File: config.mk
export PLATFORM = sky130hd
export DESIGN_NAME = vrdc_top
export DESIGN_NICKNAME = d
export VERILOG_FILES = /design/src/hdl/vrdc_pkg.sv /design/src/hdl/vrdc_top.sv
export SDC_FILE = /design/constraint.sdc
export NUM_CORES = 1
export LEC_CHECK = 0
export ABC_CLOCK_PERIOD_IN_PS = 2900
export BUFFER_PORTS_ARGS = -buffer_cell sky130_fd_sc_hd__buf_2
export CELL_PAD_IN_SITES_DETAIL_PLACEMENT = 2
export CELL_PAD_IN_SITES_GLOBAL_PLACEMENT = 2
export CORE_MARGIN = 2
export CORE_UTILIZATION = 36
export DETAILED_ROUTE_END_ITERATION = 10
export GPL_TIMING_DRIVEN = 0
export MAX_ROUTING_LAYER = met4
export PLACE_DENSITY = 0.8
export SLEW_MARGIN = 0
export SYNTH_ARGS = -nofsm -noshare
export SYNTH_HDL_FRONTEND = slang
export SYNTH_SLANG_ARGS = --single-unit
File: constraint.sdc
create_clock -name clk_i -period 2.9 [get_ports clk_i]
set_input_delay 0.58 -clock clk_i [delete_from_list [all_inputs] [get_ports clk_i]]
set_output_delay 0.58 -clock clk_i [all_outputs]
set_load 0.1 [all_outputs]
File: src/hdl/vrdc_pkg.sv
package vrdc_pkg;
    localparam logic [7:0] ADDR0_HIGH_OFF = 8'h18;
    localparam logic [7:0] ADDR0_MID_OFF = 8'h19;
    localparam logic [7:0] ADDR0_LOW_OFF = 8'h1A;
    localparam logic [7:0] ADDR1_HIGH_OFF = 8'h1B;
    localparam logic [7:0] ADDR1_MID_OFF = 8'h1C;
    localparam logic [7:0] ADDR1_LOW_OFF = 8'h1D;
    localparam logic [7:0] VOICE_CONTROL_OFF = 8'h26;
    localparam logic [7:0] AUDIO_LOW_OFF = 8'h27;
    localparam logic [7:0] AUDIO_HIGH_OFF = 8'h28;
    localparam logic [7:0] VOLUME_OFF = 8'h29;
    localparam logic [7:0] ROM_BYTE_OFF = 8'h2A;
    localparam int DAC_EN_BIT = 1;
    localparam int ROM_EN_BIT = 2;
    localparam int SEL_BIT = 4;
    localparam int SLOW_START_BIT = 7;
    localparam logic [7:0] VOICE_CONTROL_MASK = 8'h96;
    localparam logic [7:0] VOICE_CONTROL_RST = 8'h00;
    localparam logic [7:0] DATA_RST = 8'h00;
    localparam logic [3:0] ADDR_HIGH_MASK = 4'hF;
    localparam int CLK_MHZ = 25;
    localparam int FETCH_NS = 4000;
    localparam int FETCH_CYC = (FETCH_NS * CLK_MHZ + 999) / 1000;
    localparam logic [7:0] FETCH_CYC_W = 8'(FETCH_CYC);

    typedef struct packed {
        logic we;
        logic re;
        logic [7:0] addr;
        logic [7:0] wdata;
    } vrdc_bus_t;

    typedef struct packed {
        logic req;
        logic [19:0] addr;
    } vrdc_rom_req_t;

    typedef struct packed {
        logic en;
        logic [11:0] sample;
        logic [2:0] volume;
    } vrdc_dac_t;
endpackage

File: src/hdl/vrdc_top.sv
// Functional notes
// - Sample is high byte plus low upper nibble
// - Low audio lower nibble reads zero
// - Eight volume levels from upper nibble
// - Volume lower nibble reads zero
// - Control bit 1 enables DAC
// - DAC disabled means sample is invalid
// - Halt never changes DAC enable
// - Control bit 2 enables voice ROM
// - ROM disabled means no access, no data
// - Control bit 4 selects address counter
// - Control bit 7 selects crystal start
// - Counter address is high, mid, low bytes
// - Fetch needs at least four microseconds
// - Fetched byte readable at 2AH
`timescale 1ns/1ps
`default_nettype none
module vrdc_top (
    input wire logic clk_i,
    input wire logic rst_i,
    input wire vrdc_pkg::vrdc_bus_t bus_i,
    input wire logic halt_i,
    input wire logic [7:0] rom_data_i,
    output logic [7:0] rdata_o,
    output vrdc_pkg::vrdc_rom_req_t rom_o,
    output vrdc_pkg::vrdc_dac_t dac_o,
    output logic xtal_slow_start_o,
    output logic rom_busy_o
);
    import vrdc_pkg::*;

    typedef enum logic [1:0] {VRDC_IDLE, VRDC_WAIT} vrdc_state_t;

    logic [7:0] ctrl_r, ctrl_nxt;
    logic [3:0] alow_r, alow_nxt;
    logic [7:0] ahigh_r, ahigh_nxt;
    logic [2:0] vol_r, vol_nxt;
    logic [7:0] romb_r, romb_nxt;
    logic [7:0] rdata_r, rdata_nxt;
    logic [7:0] cnt_r, cnt_nxt;
    logic [7:0] abyte_r [0:5];
    logic [7:0] abyte_nxt [0:5];
    logic [5:0] hit;
    vrdc_state_t st_r, st_nxt;
    vrdc_rom_req_t rom_r, rom_nxt;
    vrdc_dac_t dac_r, dac_nxt;
    logic [19:0] sel_addr;
    logic addr_wr;
    logic sel_c;
    logic xtal_nxt, busy_nxt;
    logic [7:0] busy_len_r, busy_len_nxt;

    assign sel_c = ctrl_nxt[SEL_BIT];

    genvar g;
    generate
        for (g = 0; g < 6; g++) begin : g_addr
            assign hit[g] = bus_i.we && (bus_i.addr == ADDR0_HIGH_OFF + 8'(g));
            always_comb begin
                abyte_nxt[g] = hit[g] ? bus_i.wdata : abyte_r[g];
                if (g == 0 || g == 3) begin
                    abyte_nxt[g][7:4] = 4'h0;
                end
            end
            always_ff @(posedge clk_i) begin
                if (rst_i) begin
                    abyte_r[g] <= DATA_RST;
                end else begin
                    abyte_r[g] <= abyte_nxt[g];
                end
            end
        end
    endgenerate

    // Address from the counter chosen by the control select bit
    always_comb begin
        if (sel_c) begin
            sel_addr = {abyte_nxt[3][3:0], abyte_nxt[4], abyte_nxt[5]};
        end else begin
            sel_addr = {abyte_nxt[0][3:0], abyte_nxt[1], abyte_nxt[2]};
        end
    end
    assign addr_wr = sel_c ? |hit[5:3] : |hit[2:0];

    always_comb begin
        ctrl_nxt = ctrl_r;
        alow_nxt = alow_r;
        ahigh_nxt = ahigh_r;
        vol_nxt = vol_r;
        if (bus_i.we) begin
            if (bus_i.addr == VOICE_CONTROL_OFF) begin
                // Halt does not enter here; only writes move bits
                ctrl_nxt = bus_i.wdata & VOICE_CONTROL_MASK;
            end else if (bus_i.addr == AUDIO_LOW_OFF) begin
                alow_nxt = bus_i.wdata[7:4];
            end else if (bus_i.addr == AUDIO_HIGH_OFF) begin
                ahigh_nxt = bus_i.wdata;
            end else if (bus_i.addr == VOLUME_OFF) begin
                vol_nxt = bus_i.wdata[6:4];
            end
        end
    end

    // Fetch sequencer
    always_comb begin
        st_nxt = st_r;
        cnt_nxt = cnt_r;
        romb_nxt = romb_r;
        rom_nxt.addr = sel_addr;
        rom_nxt.req = 1'b0;
        if (!ctrl_nxt[ROM_EN_BIT]) begin
            st_nxt = VRDC_IDLE;
            cnt_nxt = 8'h00;
        end else if (addr_wr || (bus_i.we && bus_i.addr == VOICE_CONTROL_OFF
                && (ctrl_nxt ^ ctrl_r) != 8'h00)) begin
            st_nxt = VRDC_WAIT;
            cnt_nxt = FETCH_CYC_W;
            rom_nxt.req = 1'b1;
        end else begin
            case (st_r)
                VRDC_WAIT: begin
                    rom_nxt.req = 1'b1;
                    if (cnt_r == 8'h01) begin
                        romb_nxt = rom_data_i;
                        st_nxt = VRDC_IDLE;
                        rom_nxt.req = 1'b0;
                    end
                    cnt_nxt = cnt_r - 8'h01;
                end
                default: begin
                    cnt_nxt = 8'h00;
                end
            endcase
        end
    end

    always_comb begin
        dac_nxt.en = ctrl_nxt[DAC_EN_BIT];
        // Disabled DAC is fed silence, not the stale sample
        dac_nxt.sample = ctrl_nxt[DAC_EN_BIT] ? {ahigh_nxt, alow_nxt}
            : 12'h000;
        dac_nxt.volume = vol_nxt;
    end

    always_comb begin
        rdata_nxt = 8'h00;
        if (bus_i.re) begin
            if (bus_i.addr == VOICE_CONTROL_OFF) begin
                rdata_nxt = ctrl_r;
            end else if (bus_i.addr == AUDIO_LOW_OFF) begin
                rdata_nxt = {alow_r, 4'h0};
            end else if (bus_i.addr == AUDIO_HIGH_OFF) begin
                rdata_nxt = ahigh_r;
            end else if (bus_i.addr == VOLUME_OFF) begin
                rdata_nxt = {1'b0, vol_r, 4'h0};
            end else if (bus_i.addr == ROM_BYTE_OFF) begin
                rdata_nxt = ctrl_r[ROM_EN_BIT] ? romb_r : 8'h00;
            end else if (bus_i.addr >= ADDR0_HIGH_OFF
                    && bus_i.addr <= ADDR1_LOW_OFF) begin
                rdata_nxt = abyte_r[3'(bus_i.addr - ADDR0_HIGH_OFF)];
            end
        end
    end

    always_ff @(posedge clk_i) begin
        if (rst_i) begin
            ctrl_r <= VOICE_CONTROL_RST;
            alow_r <= 4'h0;
            ahigh_r <= DATA_RST;
            vol_r <= 3'h0;
            romb_r <= DATA_RST;
            rdata_r <= DATA_RST;
            cnt_r <= 8'h00;
            st_r <= VRDC_IDLE;
            rom_r <= '0;
            dac_r <= '0;
        end else begin
            ctrl_r <= ctrl_nxt;
            alow_r <= alow_nxt;
            ahigh_r <= ahigh_nxt;
            vol_r <= vol_nxt;
            romb_r <= romb_nxt;
            rdata_r <= rdata_nxt;
            cnt_r <= cnt_nxt;
            st_r <= st_nxt;
            rom_r <= rom_nxt;
            dac_r <= dac_nxt;
        end
    end

    always_comb begin
        xtal_nxt = ctrl_nxt[SLOW_START_BIT];
        busy_nxt = (st_nxt == VRDC_WAIT);
    end

    always_ff @(posedge clk_i) begin
        if (rst_i) begin
            xtal_slow_start_o <= 1'b0;
            rom_busy_o <= 1'b0;
        end else begin
            xtal_slow_start_o <= xtal_nxt;
            rom_busy_o <= busy_nxt;
        end
    end

    // Length of the running fetch, saturating; only the checks read it
    always_comb begin
        busy_len_nxt = 8'h00;
        if (rom_busy_o && busy_len_r != 8'hFF) begin
            busy_len_nxt = busy_len_r + 8'h01;
        end else if (rom_busy_o) begin
            busy_len_nxt = busy_len_r;
        end
    end

    always_ff @(posedge clk_i) begin
        if (rst_i) begin
            busy_len_r <= 8'h00;
        end else begin
            busy_len_r <= busy_len_nxt;
        end
    end

    assign rdata_o = rdata_r;
    assign rom_o = rom_r;
    assign dac_o = dac_r;

    // DAC side
    a_halt_keeps_dac: assert property (
        @(posedge clk_i) disable iff (rst_i)
        (halt_i && !bus_i.we) |=> $stable(dac_r.en))
        else $error("DAC enable moved without a write");
    a_dac_off_silent: assert property (
        @(posedge clk_i) disable iff (rst_i)
        !dac_r.en |-> dac_r.sample == 12'h000)
        else $error("Sample passed while DAC disabled");
    a_dac_enable: assert property (
        @(posedge clk_i) disable iff (rst_i)
        (bus_i.we && bus_i.addr == VOICE_CONTROL_OFF)
        |=> dac_o.en == $past(bus_i.wdata[DAC_EN_BIT]))
        else $error("DAC enable does not follow write");
    a_sample_build: assert property (
        @(posedge clk_i) disable iff (rst_i)
        dac_r.en |-> dac_r.sample == {ahigh_r, alow_r})
        else $error("Sample assembly wrong");
    a_vol_level: assert property (
        @(posedge clk_i) disable iff (rst_i)
        (bus_i.we && bus_i.addr == VOLUME_OFF)
        |=> dac_o.volume == $past(bus_i.wdata[6:4]))
        else $error("Volume level does not follow write");

    // Register reads and control bits
    a_ctrl_unused_zero: assert property (
        @(posedge clk_i) disable iff (rst_i)
        (ctrl_r & ~VOICE_CONTROL_MASK) == 8'h00)
        else $error("Unused control bits set");
    a_ctrl_read: assert property (
        @(posedge clk_i) disable iff (rst_i)
        (bus_i.re && bus_i.addr == VOICE_CONTROL_OFF)
        |=> rdata_o == $past(ctrl_r))
        else $error("Control read back wrong");
    a_xtal_start: assert property (
        @(posedge clk_i) disable iff (rst_i)
        (bus_i.we && bus_i.addr == VOICE_CONTROL_OFF)
        |=> xtal_slow_start_o == $past(bus_i.wdata[SLOW_START_BIT]))
        else $error("Crystal start bit does not follow write");
    a_low_nibble_zero: assert property (
        @(posedge clk_i) disable iff (rst_i)
        (bus_i.re && (bus_i.addr == AUDIO_LOW_OFF || bus_i.addr == VOLUME_OFF))
        |=> rdata_o[3:0] == 4'h0)
        else $error("Low nibble read nonzero");

    // Fetch sequencing; a fetch cut by disabling the ROM may end early
    a_fetch_latency: assert property (
        @(posedge clk_i) disable iff (rst_i)
        ($fell(rom_busy_o) && ctrl_r[ROM_EN_BIT])
        |-> busy_len_r >= FETCH_CYC_W)
        else $error("Fetch shorter than minimum");
    a_addr_restart: assert property (
        @(posedge clk_i) disable iff (rst_i)
        (bus_i.we && ctrl_r[ROM_EN_BIT] && bus_i.addr
            == (ctrl_r[SEL_BIT] ? ADDR1_LOW_OFF : ADDR0_LOW_OFF))
        |=> rom_busy_o && rom_o.req)
        else $error("Address write did not start a fetch");
    a_rom_off_idle: assert property (
        @(posedge clk_i) disable iff (rst_i)
        !ctrl_r[ROM_EN_BIT] |-> !rom_o.req)
        else $error("ROM access while disabled");
    a_busy_is_req: assert property (
        @(posedge clk_i) disable iff (rst_i)
        rom_busy_o == rom_o.req)
        else $error("Busy flag and ROM request disagree");
    a_rom_off_zero: assert property (
        @(posedge clk_i) disable iff (rst_i)
        (bus_i.re && bus_i.addr == ROM_BYTE_OFF && !ctrl_r[ROM_EN_BIT])
        |=> rdata_o == 8'h00)
        else $error("ROM byte delivered while disabled");
    a_rom_byte_read: assert property (
        @(posedge clk_i) disable iff (rst_i)
        (bus_i.re && bus_i.addr == ROM_BYTE_OFF && ctrl_r[ROM_EN_BIT])
        |=> rdata_o == $past(romb_r))
        else $error("ROM byte read wrong");
    a_byte_held: assert property (
        @(posedge clk_i) disable iff (rst_i)
        rom_busy_o |=> $stable(romb_r) || !rom_busy_o)
        else $error("Byte changed mid fetch");
    a_high_upper_zero: assert property (
        @(posedge clk_i) disable iff (rst_i)
        (abyte_r[0][7:4] | abyte_r[3][7:4]) == 4'h0)
        else $error("Upper address bits stored");
    a_sel_addr: assert property (
        @(posedge clk_i) disable iff (rst_i)
        (rom_o.req && !ctrl_r[SEL_BIT]) |->
        rom_o.addr == {abyte_r[0][3:0], abyte_r[1], abyte_r[2]})
        else $error("Counter 0 address wrong");

    c_fetch_done: cover property (@(posedge clk_i) $fell(rom_busy_o));
    c_sel_one: cover property (@(posedge clk_i) rom_o.req && ctrl_r[SEL_BIT]);
    c_dac_on: cover property (@(posedge clk_i) $rose(dac_r.en));
    c_restart: cover property (@(posedge clk_i) rom_busy_o && addr_wr);
    c_halt_dac: cover property (@(posedge clk_i) halt_i && dac_r.en);
endmodule
`default_nettype wire

==> key figures <==
Setup path
  • Most used cell, CP: buf_2
  • Critical Path Sink: rdata_o[2]$_SDFF_PP0_
  • R2R Setup Slk: 0.46 ns
  • Largest stage delay, worst path: around 1.1 ns
  • CP Class: input pin to flip-flop
  • Slowest-stage cell, CP: a211oi_1
  • Critical Path AT: 3.00 ns
  • Crit-path max FO: 8
  • Critical R2R Launch: cnt_r[2]$_SDFF_PP0_
  • Reg2reg path depth: 5
  • Crit. End Element: flip-flop
  • Startpoint Class: input pin
  • Worst path cell trace: buf_2 > or3b_1 > buf_2 > a211oi_1 > o211ai_1 > a31oi_1
  • RR Endpoint: romb_r[1]$_SDFFE_PP0P_
  • Setup crit start: bus_i[15]
  • CP required: 3.23 ns

Logic synthesis
  • Share of the synthesized area in the top cell type: 47.41%
  • Cell taking the most area after synthesis: dfxtp_1
  • Netlist cell types: 51
  • Compound-Gate Fraction of Synth Area: 7.637%
  • Most common library cells after synthesis: dfxtp_1 (123), nor2_1 (85), mux2i_1 (71), clkbuf_1 (24)
  • Post-Syn Instances: 522
  • Multiplexer share of the synthesized area: 20.12%
  • Predominant post-synthesis flop cell: dfxtp_1
  • Syn_area_per_cell: between 9 and 10 um2
  • Main combinational cell family by area after synthesis: multiplexers
  • Synthesis Warnings: 0
  • Xor/xnor cell area share of the yosys netlist: between 1.5 and 2%
  • Synth area leaders: dfxtp_1 (47%), mux2i_1 (14%), nor2_1 (6.1%), mux2_2 (4.1%), nand2b_1 (2.3%)
  • Async set-reset flop share out of synthesis: 0%
  • Syn nets: between 500 and 600
  • Simple-Gate Fraction of Synth Area: 19.20%
  • Adder-cell share of the synthesized area: 0.4818%
  • Synthesized cell area: 5194 um2
  • Seq cells post-synth: roughly 120
  • Cell with the most instances after synthesis: dfxtp_1
  • Post-synth EDFFs: 0
  • Seq/Total Area, Yosys: 47.41%

Timing
  • Final setup viols: 0
  • RSZ-0062 raised after global routing: no
  • Fin. max-slew vios: 0
  • Fmax: 374.4 MHz
  • Least-Margin Pin Slew: about 1.3 ns
  • Total negative setup slack: 0 ns
  • Period utilization: 92.10%
  • Tmin final: 2.671 ns
  • Clock Skews: between 0.006 and 0.007 ns
  • Max-slew headroom: 10.72%
  • Fin. Hold Viols: 0

CTS
  • Clk slew on worst S/H paths: 0.05 ns
  • CTS tree: yes
  • Post-CTS setup buffers: 0
  • Clock root buffer: clkbuf_16
  • Worst-skew pair later-pin latency: about 0.42 ns
  • Clk buf depth: 2
  • Clk sinks: 123
  • Hold-fix buffers at CTS: 0
  • Total CTS buffers: 17
  • Clock H-tree levels: 4

Power and ir drop
  • Leakage power: 0.002596 uW
  • Total chip power: 3998 uW
  • Power per Cell Area: roughly 630 nW/um2
  • Max IR drop VDD: 0.4239 mV

Floorplanning
  • Die Ht: 124.1 um
  • Core area: 13990 um2
  • Row count: 43
  • Initial Util: 37.13%
  • Die span in x: 124.1 um
  • Die area: roughly 15000 um2
  • # IOs: 76

Cells and area
  • Fillcell total: 1497
  • Diodes inserted: 0
  • Final net count: 640
  • Layout cells sized above 1: between 20% and 30%
  • Layout Area Growth over Synthesis: 22.33%

Drt
  • Initial drt markers: 304
  • Wire per inst: 22.50 um
  • First-pass DRT Iterations: 6
  • Post-route DRC: 0
  • Vias/cell: 5.406
  • Remaining antenna violation count after routing: 0
  • Final wirelength: 18.02 mm
  • Vias: 4330

Global route
  • First-pass GRT wire length: 27.96 mm
  • Initial antenna violation count: 0
  • Vias in the first global route: a little under 5000
  • Largest net degree at the start of global routing: 17
  • All-Layer GR Usage: 25.60%
  • Total gr overflow: 0

Place
  • Port buffer count: 68
  • Routability congestion estimate: 0.8345
  • HPWL Detailed: about 13 mm

Job
  • # Max-Cap Violations: 0

Hold path
  • Min-delay worst type: input pin to flip-flop

Status
  • Status: complete, no violations
-- critical path: cells and delay by family --
| kind | cells | cell delay (ns) |
|---|---|---|
| simple gates | 1 | 0.36 |
| compound gates | 3 | 1.75 |
| buf+inv | 2 | 0.30 |
-- registers in the layout, summed over array words and instances, names as in the netlist --
register and cells:
abyte_r 40, ahigh_r 8, alow_r 4, cnt_r 8, ctrl_r 8, dac_o 15, rdata_o 8, rom_busy_o 1
rom_o 21, romb_r 8, st_r 2
-- power by group --
group | leakage, uW | switching, uW | total (uW) | internal (uW)
Sequential | 0.000990 | 0.883 | 1690 | 1690
Clock | 0.000287 | 749 | 2130 | 1380
Combinational | 0.00132 | 123 | 171 | 48.2
-- worst min-delay path by stage --
stage	from	endpoint	slack, ns	cells after the start
finish	rom_data_i[0]	romb_r[0]$_SDFFE_PP0P_	0.42	3
global placement	romb_r[7]$_SDFFE_PP0P_	rdata_o[7]$_SDFF_PP0_	0.46	2
global route	rom_data_i[0]	romb_r[0]$_SDFFE_PP0P_	0.42	3
CTS	rom_data_i[0]	romb_r[0]$_SDFFE_PP0P_	0.41	3
floorplan	romb_r[7]$_SDFFE_PP0P_	rdata_o[7]$_SDFF_PP0_	0.43	2
detailed placement	romb_r[7]$_SDFFE_PP0P_	rdata_o[7]$_SDFF_PP0_	0.47	2
-- cells in the final DEF, fill, tap and decap left out, types with 4 or more instances in the layout --
master / Yosys / final
clkbuf_16: 0 / 17
nor2b_1: 7 / 7
o21ai_0: 12 / 12
a221oi_1: 8 / 8
nand2_1: 17 / 17
xnor2_1: 5 / 5
nand4_1: 4 / 4
xor2_1: 4 / 4
clkinv_2: 0 / 4
clkbuf_1: 24 / 28
nor2_1: 85 / 85
a22oi_1: 4 / 4
a21oi_1: 16 / 16
and2_1: 5 / 5
o211ai_1: 4 / 4
and4_1: 4 / 4
a31oi_1: 4 / 4
inv_1: 7 / 7
buf_2: 7 / 75
mux4_2: 4 / 4
nor3_1: 16 / 16
mux2_2: 19 / 19
nand2b_1: 19 / 19
mux2i_1: 71 / 71
dfxtp_1: 123 / 123
-- routing by layer --
layer | vias to the layer above | track usage (%) | part of all wire (%)
met1 | 2186 | 29.53 | 42
met2 | 103 | 44.43 | 52
li1 | 2018 | - | -
met3 | 23 | 5.128 | 3.7
met5 | - | - | 0
met4 | 0 | 8.567 | 1.8
-- cells by family after synthesis --
family,count (synthesis)
buffers and inverters,43
DFF,123
xor gates and xnor gates,9
AOI/OAI and AO/OA,61
adders and majority gates,2
and+or+nand+nor,188
muxes,96
-- per-stage QoR --
step / utilization, % / instance area, um2 / hold WS [ns] / worst slack [ns] / cells
floorplan: - / 5194 / 0.4301 / 0.3870 / 522
global placement: 41.17 / 5759 / 0.4579 / -0.2897 / 770
detailed placement: 41.17 / 5759 / 0.4709 / -0.3261 / 770
CTS: 45.36 / 6345 / 0.4137 / 0.02387 / 801
global route: 45.42 / 6354 / 0.4191 / 0.1469 / 801
finish: 45.42 / 6354 / 0.4222 / 0.2290 / 801
-- area by class of cell --
| type | instances | area (um2) | share of cell area (%) |
|---|---|---|---|
| plain buffers | 36 | 162.7 | 2.560 |
| clock buffers | 23 | 467.9 | 7.365 |
| clock inverters | 8 | 117.6 | 1.851 |
| inverters | 7 | 26.28 | 0.4135 |
| multi-input cells | 356 | 2551 | 40.15 |
| flip-flops and latches | 123 | 2462 | 38.76 |
| well taps | 180 | 225.2 | 3.545 |
| repair buffers | 68 | 340.3 | 5.356 |
-- what timing repair did --
action / CTS / global route
setup endpoints to repair: 0 / 15
hold endpoints to repair: 0 / 0
resized for setup: 0 / 1
No activity file was read; power rests on OpenSTA's default activity.
